File: src/bpr_pkg.sv
package bpr_pkg;

    // ----------------------------------------------------------------
    // Register indices
    // ----------------------------------------------------------------
    localparam logic [3:0] ADDR_STATUS = 4'h0;
    localparam logic [3:0] ADDR_OUTPUT = 4'h1;
    localparam logic [3:0] ADDR_STATE = 4'h2;
    localparam logic [3:0] ADDR_FUNC = 4'h3;
    localparam logic [3:0] ADDR_BAL_LOW = 4'h4;
    localparam logic [3:0] ADDR_CELL_SEL = 4'h5;
    localparam logic [3:0] ADDR_OVERVOLTAGE_CONFIG = 4'h6;
    localparam logic [3:0] ADDR_UNDERVOLTAGE_CONFIG = 4'h7;
    localparam logic [3:0] ADDR_OL_UVD = 4'h8;
    localparam logic [3:0] ADDR_OL_DLY = 4'h9;
    localparam logic [3:0] ADDR_SC_CFG = 4'ha;
    localparam logic [3:0] ADDR_EE_EN = 4'hb;
    localparam int REG_COUNT = 12;

    // ----------------------------------------------------------------
    // Field positions
    // ----------------------------------------------------------------
    localparam int OUT_RELEASE_BIT = 0;
    localparam int OUT_DSG_BIT = 1;
    localparam int OUT_CHG_BIT = 2;
    localparam int OUT_OPEN_DRAIN_BIT = 3;
    localparam int OUT_PARITY_BIT = 6;
    localparam int OUT_FAST_BIT = 7;
    localparam int STATE_SHUTDOWN_REQUEST_BIT = 0;
    localparam int STATE_HOST_BIT = 1;
    localparam int STATE_VSCALE_BIT = 6;
    localparam int STATE_CURRENT_AMP_GAIN_SELECT_BIT = 7;

    // Writable masks; other bits read as zero, except output bit 6, which reads the parity flag.
    localparam logic [7:0] OUTPUT_WR_MASK = 8'h8f;
    localparam logic [7:0] STATE_WR_MASK = 8'hc3;
    localparam logic [7:0] CELL_SEL_WR_MASK = 8'h7f;
    localparam logic [7:0] UNDERVOLTAGE_CONFIG_WR_MASK = 8'h7f;

    // ----------------------------------------------------------------
    // Reset values and codes
    // ----------------------------------------------------------------
    localparam logic [7:0] REG_RESET = 8'h00;
    localparam logic [7:0] EE_CODE_ACCESS = 8'h62;
    localparam logic [7:0] EE_CODE_WRITE = 8'h41;

    // ----------------------------------------------------------------
    // Timing
    // ----------------------------------------------------------------
    localparam int CLK_HZ = 125_000_000;
    localparam int FAST_SAMPLE_US = 100;
    localparam int SLOW_SAMPLE_MS = 50;
    localparam int FAST_SAMPLE_CYC = FAST_SAMPLE_US * (CLK_HZ / 1_000_000);
    localparam int SLOW_SAMPLE_CYC = SLOW_SAMPLE_MS * (CLK_HZ / 1_000);

    // ----------------------------------------------------------------
    // Carriers
    // ----------------------------------------------------------------
    typedef struct packed {
        logic charge_fet_on;
        logic discharge_fet_on;
        logic eeprom_supply_ok;
        logic thermal_fault;
        logic cell_low_fault;
        logic cell_high_fault;
        logic discharge_overload_flag;
        logic short_circuit_flag;
    } bpr_sense_t;

    typedef struct packed {
        logic cell_amp_enable;
        logic current_amp_enable;
        logic current_offset_output;
        logic pack_total_select;
        logic supply_total_select;
        logic thermistor_power;
        logic cell_amp_scale;
        logic current_amp_gain_select;
    } bpr_analog_t;

    typedef enum logic [2:0] {
        REL_IDLE = 3'b001,
        REL_HIGH = 3'b010,
        REL_DONE = 3'b100
    } bpr_rel_t;

endpackage : bpr_pkg

File: src/bpr_regs.sv
`timescale 1ns/1ns
`default_nettype none

module bpr_regs
    import bpr_pkg::*;
(
    // Clock and reset.
    input wire logic ref_clk_i,
    input wire logic rst_n_i,
    // Register access port.
    input wire logic [3:0] reg_addr_i,
    input wire logic reg_wr_i,
    input wire logic reg_rd_i,
    input wire logic [7:0] reg_wdata_i,
    output logic [7:0] reg_rdata_o,
    // Protection core interface.
    input wire bpr_sense_t sense_i,
    input wire logic parity_fault_i,
    input wire logic pack_zero_i,
    output logic host_mode_o,
    output logic fault_latch_release_o,
    output logic discharge_fet_o,
    output logic charge_fet_o,
    output logic fault_alert_n_o,
    output logic shutdown_o,
    output logic sample_tick_o,
    // Analog and pin controls.
    output logic open_drain_output_oe_o,
    output bpr_analog_t analog_o,
    output logic [9:0] balance_bypass_o,
    output logic [7:0] cell_sel_o,
    output logic [7:0] eeprom_enable_o
);

    // ----------------------------------------------------------------
    // Register storage
    // ----------------------------------------------------------------
    logic [7:0] output_drive;
    logic [7:0] operating_state;
    logic [7:0] analog_function_enables;
    logic [7:0] balance_bypass_low;
    logic [7:0] cell_translation_select;
    logic [7:0] cfg [6:10];
    logic [7:0] eeprom_write_enable;
    logic [7:0] fault_latch;
    logic parity_seen;
    logic alert_pending;
    bpr_rel_t rel_state;
    logic [22:0] sample_cnt;
    logic rd_status;

    // Write strobe decode for one address.
    function automatic logic wr_hit(input logic [3:0] a, input logic [3:0] target);
        wr_hit = reg_wr_i && (a == target);
    endfunction : wr_hit

    // Voltage faults hold off any release.
    logic volt_fault;
    assign volt_fault = sense_i.cell_high_fault | sense_i.cell_low_fault;
    assign rd_status = reg_rd_i && (reg_addr_i == ADDR_STATUS);

    // Control registers, unused bits masked.
    // register writes
    always_ff @(posedge ref_clk_i) begin
        if (!rst_n_i) begin
            output_drive <= REG_RESET;
            operating_state <= REG_RESET;
            analog_function_enables <= REG_RESET;
            balance_bypass_low <= REG_RESET;
            cell_translation_select <= REG_RESET;
        end else begin
            if (wr_hit(reg_addr_i, ADDR_OUTPUT)) begin
                output_drive <= reg_wdata_i & OUTPUT_WR_MASK;
            end
            if (wr_hit(reg_addr_i, ADDR_STATE)) begin
                operating_state <= reg_wdata_i & STATE_WR_MASK;
            end
            if (wr_hit(reg_addr_i, ADDR_FUNC)) begin
                analog_function_enables <= reg_wdata_i;
            end
            if (wr_hit(reg_addr_i, ADDR_BAL_LOW)) begin
                balance_bypass_low <= reg_wdata_i;
            end
            if (wr_hit(reg_addr_i, ADDR_CELL_SEL)) begin
                cell_translation_select <= reg_wdata_i & CELL_SEL_WR_MASK;
            end
        end
    end

    // Threshold and delay configuration registers.
    always_ff @(posedge ref_clk_i) begin
        if (!rst_n_i) begin
            for (int i = 6; i <= 10; i++) begin
                cfg[i] <= REG_RESET;
            end
        end else begin
            for (int i = 6; i <= 10; i++) begin
                if (wr_hit(reg_addr_i, 4'(i))) begin
                    cfg[i] <= (i == 7) ? (reg_wdata_i & UNDERVOLTAGE_CONFIG_WR_MASK) : reg_wdata_i;
                end
            end
        end
    end

    // EEPROM enable keeps only the two accepted codes.
    // code filter
    always_ff @(posedge ref_clk_i) begin
        if (!rst_n_i) begin
            eeprom_write_enable <= REG_RESET;
        end else if (wr_hit(reg_addr_i, ADDR_EE_EN)) begin
            if (reg_wdata_i == EE_CODE_ACCESS || reg_wdata_i == EE_CODE_WRITE) begin
                eeprom_write_enable <= reg_wdata_i;
            end else begin
                eeprom_write_enable <= REG_RESET;
            end
        end
    end

    // ----------------------------------------------------------------
    // Fault latch release sequence
    // ----------------------------------------------------------------
    // Tracks the release bit going 0, 1, then 0.
    // toggle detect
    always_ff @(posedge ref_clk_i) begin
        if (!rst_n_i) begin
            rel_state <= REL_IDLE;
        end else begin
            unique case (rel_state)
                REL_IDLE: begin
                    if (output_drive[OUT_RELEASE_BIT] && !volt_fault) begin
                        rel_state <= REL_HIGH;
                    end
                end
                REL_HIGH: begin
                    if (volt_fault) begin
                        rel_state <= REL_IDLE;
                    end else if (!output_drive[OUT_RELEASE_BIT]) begin
                        rel_state <= REL_DONE;
                    end
                end
                REL_DONE: begin
                    rel_state <= REL_IDLE;
                end
                default: begin
                    rel_state <= REL_IDLE;
                end
            endcase
        end
    end
    assign fault_latch_release_o = (rel_state == REL_DONE);

    // Latched fault bits; a live fault wins over a release.
    // latch release
    always_ff @(posedge ref_clk_i) begin
        if (!rst_n_i) begin
            fault_latch <= REG_RESET;
        end else if (fault_latch_release_o && operating_state[STATE_HOST_BIT]) begin
            fault_latch <= {4'h0, sense_i[3:0]};
        end else begin
            fault_latch <= fault_latch | {4'h0, sense_i[3:0]};
        end
    end

    // Parity fault stays set until reset.
    // parity flag
    always_ff @(posedge ref_clk_i) begin
        if (!rst_n_i) begin
            parity_seen <= 1'b0;
        end else if (parity_fault_i) begin
            parity_seen <= 1'b1;
        end
    end

    // Alert held low in host mode until the latch is empty and status is read; outside host mode it clears once faults end; parity holds it until reset.
    // alert clear
    always_ff @(posedge ref_clk_i) begin
        if (!rst_n_i) begin
            alert_pending <= 1'b0;
        end else if ((|sense_i[4:0]) || parity_fault_i) begin
            alert_pending <= 1'b1;
        end else if (!operating_state[STATE_HOST_BIT]) begin
            alert_pending <= 1'b0;
        end else if (rd_status && (fault_latch[3:0] == 4'h0)) begin
            alert_pending <= 1'b0;
        end
    end
    assign fault_alert_n_o = !(alert_pending || parity_seen);

    // ----------------------------------------------------------------
    // Sampling tick divider
    // ----------------------------------------------------------------
    // sampling interval
    always_ff @(posedge ref_clk_i) begin
        if (!rst_n_i) begin
            sample_cnt <= '0;
        end else if (sample_tick_o) begin
            sample_cnt <= '0;
        end else begin
            sample_cnt <= sample_cnt + 23'd1;
        end
    end
    assign sample_tick_o = output_drive[OUT_FAST_BIT]
                         ? (sample_cnt >= 23'(FAST_SAMPLE_CYC - 1))
                         : (sample_cnt >= 23'(SLOW_SAMPLE_CYC - 1));

    // ----------------------------------------------------------------
    // Read mux
    // ----------------------------------------------------------------
    // status layout
    always_comb begin
        unique case (reg_addr_i)
            // live FET, supply and thermal bits plus live or latched cell, overload and short faults
            ADDR_STATUS: reg_rdata_o = sense_i | fault_latch;
            ADDR_OUTPUT: reg_rdata_o = output_drive | {1'b0, parity_seen, 6'h00};
            ADDR_STATE: reg_rdata_o = operating_state;
            ADDR_FUNC: reg_rdata_o = analog_function_enables;
            ADDR_BAL_LOW: reg_rdata_o = balance_bypass_low;
            ADDR_CELL_SEL: reg_rdata_o = cell_translation_select;
            ADDR_OVERVOLTAGE_CONFIG, ADDR_UNDERVOLTAGE_CONFIG, ADDR_OL_UVD, ADDR_OL_DLY,
            ADDR_SC_CFG: reg_rdata_o = cfg[reg_addr_i];
            ADDR_EE_EN: reg_rdata_o = eeprom_write_enable;
            default: reg_rdata_o = 8'h00;
        endcase
    end

    // ----------------------------------------------------------------
    // Outputs
    // ----------------------------------------------------------------
    // mode select
    assign host_mode_o = operating_state[STATE_HOST_BIT];
    assign discharge_fet_o = host_mode_o && output_drive[OUT_DSG_BIT];
    assign charge_fet_o = host_mode_o && output_drive[OUT_CHG_BIT];
    assign open_drain_output_oe_o = output_drive[OUT_OPEN_DRAIN_BIT];
    assign shutdown_o = host_mode_o && operating_state[STATE_SHUTDOWN_REQUEST_BIT] && pack_zero_i;

    // Analog controls.
    always_comb begin
        analog_o.cell_amp_enable = analog_function_enables[0];
        analog_o.current_amp_enable = analog_function_enables[1];
        analog_o.current_offset_output = analog_function_enables[2];
        analog_o.supply_total_select = analog_function_enables[0] && analog_function_enables[4];
        analog_o.pack_total_select = analog_function_enables[0] && analog_function_enables[3]
                                   && !analog_function_enables[4];
        analog_o.thermistor_power = host_mode_o && analog_function_enables[5];
        analog_o.cell_amp_scale = operating_state[STATE_VSCALE_BIT];
        analog_o.current_amp_gain_select = operating_state[STATE_CURRENT_AMP_GAIN_SELECT_BIT];
    end

    assign balance_bypass_o = {analog_function_enables[7:6], balance_bypass_low};
    assign cell_sel_o = cell_translation_select;
    assign eeprom_enable_o = eeprom_write_enable;
endmodule : bpr_regs

`default_nettype wire

File: config.mk
export PLATFORM = sky130hd
export DESIGN_NAME = bpr_regs
export DESIGN_NICKNAME = d
export VERILOG_FILES = /design/src/bpr_pkg.sv /design/src/bpr_regs.sv
export SDC_FILE = /design/constraint.sdc
export NUM_CORES = 1
export LEC_CHECK = 0
export ABC_AREA = 1
export BUFFER_PORTS_ARGS = -buffer_cell sky130_fd_sc_hd__buf_2
export CAP_MARGIN = 0
export CORE_MARGIN = 2
export CORE_UTILIZATION = 39
export DETAILED_ROUTE_END_ITERATION = 12
export GPL_TIMING_DRIVEN = 0
export PLACE_DENSITY = 0.68
export SYNTH_ARGS = -nofsm -noshare
export SYNTH_HDL_FRONTEND = slang
export SYNTH_SLANG_ARGS = --single-unit
File: constraint.sdc
create_clock -name ref_clk_i -period 1.92 [get_ports ref_clk_i]
set_input_delay 0.192 -clock ref_clk_i [delete_from_list [all_inputs] [get_ports ref_clk_i]]
set_output_delay 0.192 -clock ref_clk_i [all_outputs]
set_load 0.02 [all_outputs]
[Word level (Yosys, flattened, before mapping)]
Memories as Yosys holds them, arrays and structs flattened.
Cells that the tools add are included.
Operators by class
  add/subtract/negate cells: 1
  $lt $le $gt $ge: 2
  eq/ne operators: 19
  muxes and demuxes: 32
  bitwise operators: 10
  reduce and logical (&&, ||, !) cells: 36
Operators with widths (number)
  $pmux W8 S8: 1
  $mux W8: 6
  $add A23 B1 Y23 const B: 1
  $ge A23 B14 Y1 const B: 1
  $ge A23 B23 Y1 const B: 1
  $logic_and A1 B1 Y1: 23
  $mux W1: 20
  $eq A4 B3 Y1 const B: 4
  $eq A4 B4 Y1 const B: 4
  $eq A8 B7 Y1 const B: 2
  $reduce_or A5 Y1: 2
  $mux W3: 3
  $eq A4 B2 Y1 const B: 2
  $logic_not A4 Y1: 2
  $or A8 B4 Y8: 1
  $or A8 B7 Y8: 1
  $or A8 B8 Y8: 1
  $or A1 B1 Y1: 6
  $pmux W3 S2: 1
  $eq A4 B1 Y1 const B: 1
  $mux W4: 1
  $reduce_or A2 Y1: 2
  $eq A3 B1 Y1 const B: 1
  $eq A3 B2 Y1 const B: 1
  other kinds (8): 12
Storage, ports and cells
  bits in registers: 76
  memory bits (writable): 40
  input bits: 26
  output and inout bits: 50
  word-level logic and storage cells: 113
  memories kept: 1
Memories
  cfg: depth 5, bits a word 8, read ports 1, clocked after memory_dff 0, wr ports 5, RTL line bpr_regs.sv:43  | logic [7:0] cfg [6:10];

[Depth between registers and ports, before layout]
  depth in word-level cells: 6
  gate-level depth with buffers: 13
  gate-level depth less buffers: 11

[Worst setup path before layout]
No wires, ideal clock.
  path type: input port to flip-flop
  start point: input port reg_addr_i[2]
  end point: memory cfg[8][0], enable pin
  data arrival time: 1.389 ns
  data required time: 1.536 ns
  setup slack: 0.147 ns
  stages on the path: 6
  cells stage by stage: buf_4 -> inv_4 -> nand2_1 -> nor2_1 -> inv_1 -> o21ai_0
RTL lines
  start, declared: RTL line bpr_regs.sv:11  | input wire logic [3:0] reg_addr_i,
  end, declared: RTL line bpr_regs.sv:43

[Worst setup path after layout]
  start point: input port reg_addr_i[0]
  end point: output port reg_rdata_o[1]
Between the ends
  cells in the longest elaborated chain, start to end: 3
Ends and longest elaborated chain
  $eq A4 B3 Y1 or $eq A4 B4 Y1 (tied branches): RTL line bpr_regs.sv:211  | unique case (reg_addr_i)
  $reduce_or A5 Y1: RTL line bpr_regs.sv:211
  $pmux W8 S8 *: RTL line bpr_regs.sv:211
  end, declared: RTL line bpr_regs.sv:15  | output logic [7:0] reg_rdata_o,
Every way passes the cells marked *; elsewhere a longest branch is shown, timed or not.

==> results.ini <==
[run_status]
status=finished, final reports clean

[power_and_ir_drop]
cellLeakagePower_nw=2.664
p_per_area_mw_per_mm2=758.0
ir_drop_mv=0.4739

[timing]
worst_pin_slew_ns=1.081
tns_ns=0
post-route-min-period_ns=1.870
fin_crit_sh_pct=97.40
fin_skew_ns=0.006455
fmax_mhz=534.7
slew_headroom_pct=27.15
hold_viol_final=0
rsz0062_at_grt=yes
finalSetupViolCount=0
maxSlewViolCount=0

[die]
die_y_um=121.9
die_w_um=121.9
core_area_mm2=0.01372
die-area_mm2=0.01486
start_util_pct=39.52
io_pins=76
rows=43

[worst_setup_path]
reg2reg_depth=9
worstSetupPathType=in -> out
r2r_start=sample_cnt[0]
critPathLaunch=reg_addr_i[0]
required_ns=1.73
arrival_ns=1.68
r2r-end=sample_cnt[14]
startpoint_type=input port
ff2ff_setup_slack_ns=0.27
crit_path_max_fanout=10
critPathCapture=reg_rdata_o[1]
endpoint_kind=primary output

[placed_design]
portBuffers=71
post_dp_cell_area_mm2=0.006002
dp_hpwl_um=11250
routabilityCongestion=0.9139

[grt]
grt_pass1_vias=4517
grt_max_degree=22
grt_usage_pct=21.23
gr-total-overflow=0
grt_pass1_wl_um=23810
antenna_found_initial=0

[cells_and_area]
fillers=1398
nNetsFinal=820
area_delta_synth_final_pct=17.98
drive_gt1_share_pct=19.80
antenna_cells=0
design_area_mm2=0.006396

[clock_network]
cts_hold_buf=0
root_buffer=clkbuf_16
clock_sinks=111
cts_made_buffers=9
clockBufferDepth=2
cts_tree=yes
clkTransAtPathRegs_ns=0.08
cts_htree_levels=3
clkLatencyLatePin_ns=0.36

[detailed_routing]
drc_errors=0
vias_per_cell=5.143
vias=5030
routed_wl_um=15440
dr.first_iter.drc_count=431
wl_per_cell_um=15.79
ant_nets=0
firstDrtPassIters=5

[yosys]
synthTopCellsByArea=dfxtp_1 (27%), edfxtp_1 (22%), nor2_1 (9.3%)
syn_area_per_cell_um2=7.657
synth_edf_count=39
yosysTopAreaCellShare_pct=26.59
synthArstFlopShare_pct=0
synth_common_cells=nor2_1 (135), nand2_1 (125), inv_1 (78)
ys_warn_count=0
synth_cell_type_count=42
postSynthCellCount=708
synth.net_count=735
synth_ff_type=dfxtp_1
netlist_area_mm2=0.005421
ys_seq_area_share_pct=48.19
ys_seq_elements=111
synthMostInstantiatedCell=nor2_1
synth_top_area_cell=dfxtp_1

[run]
drv_cap=0

[worst_hold_path]
worstHoldPathType=in -> reg

-- report_power, final --
| part | total, W | internal, W | switching, W |
|---|---|---|---|
| clock | 0.00187 | 0.000917 | 0.000958 |
| sequential | 0.00254 | 0.00251 | 0.0000379 |
| combinational | 0.000429 | 0.000127 | 0.000301 |
-- registers in the layout, summed over array words and instances (netlist names), 3 cells and up --
| register | cells |
|---|---|
| analog_function_enables | 8 |
| balance_bypass_low | 8 |
| cell_sel_o | 7 |
| cfg | 39 |
| eeprom_enable_o | 8 |
| fault_latch | 4 |
| operating_state | 4 |
| output_drive | 5 |
| rel_state | 3 |
| sample_cnt | 23 |
-- routing by layer --
metal  share of wire [%]  GRT usage [%]  up-vias
met3                 7.5          4.728       31
met1                  44          29.27     2306
met2                  46          32.40      215
met4                 3.1          8.333        0
li1                    -              -     2478
met5                   0              0        -
-- worst max-delay path, stage by stage --
cell and delay [ns]:
buf_2 0.12, clkbuf_4 0.20, nand2_4 0.17, inv_2 0.09, nand2_1 0.17, o22ai_1 0.11
a211oi_1 0.29, nand3_1 0.15, buf_2 0.18
-- layout make-up --
cell class              instances  area [um^2]  area share (%)
well taps                     180        225.2           3.521
clock buffers                   9        225.2           3.521
inverters                      83        314.1           4.910
flip-flops and latches        111         2634           41.18
repair buffers                 74        380.4           5.947
multi-input cells             489         2366           36.99
plain buffers                  25        180.2           2.817
clock inverters                 7        71.32           1.115
-- repair_timing --
item / 4_1_cts / 5_1_grt
gates resized for setup: 11 / 24
setup buffers: 0 / 3
pin swaps: 0 / 4
setup endpoints to repair: 18 / 23
-- worst min path at each step --
stage / startpoint / end / slack (ns) / cells past startpoint
3_5_place_dp: output_drive[0] / rel_state[2] / 0.41 / 1
2_1_floorplan: parity_fault_i / parity_seen / 0.31 / 2
6_report: parity_fault_i / parity_seen / 0.05 / 3
3_3_place_gp: output_drive[0] / rel_state[2] / 0.41 / 1
5_1_grt: parity_fault_i / parity_seen / 0.08 / 3
4_1_cts: parity_fault_i / parity_seen / 0.05 / 3
-- kinds of logic after synthesis --
family	synth area share (%)
xor gates and xnor gates	2.423
buffers and inverters	9.070
DFF	48.19
and+or+nand+nor	27.99
AOI/OAI and AO/OA	12.02
adders and majority gates	0.2308
other	0.06917
-- through the flow --
stage	power [W]	hold WS (ns)	setup slack, ns	util (%)	instances
finish	0.004848	0.05248	0.04996	46.62	978
global route	0.005022	0.08339	-0.02357	46.62	978
CTS	0.004873	0.04731	0.001532	46.04	975
detailed placement	0.003012	0.4122	-0.4383	43.75	959
global placement	0.003006	0.4130	-0.3271	43.75	959
floorplan	0.002846	0.3078	0.1473	-	708
-- cells in the final DEF (no fill, tap or decap), types with 11 or more instances in the layout --
master | synthesis | layout
xor2_1 | 12 | 12
nand4_1 | 13 | 13
a21oi_1 | 43 | 43
dfxtp_1 | 72 | 59
o21ai_0 | 56 | 52
inv_1 | 78 | 77
o22ai_1 | 11 | 11
buf_4 | 10 | 14
nor2_1 | 135 | 131
nand2_1 | 125 | 124
dfxtp_2 | 0 | 11
nand3_1 | 43 | 43
buf_2 | 5 | 74
edfxtp_1 | 39 | 39
Power figures use the tool's default switching activity.
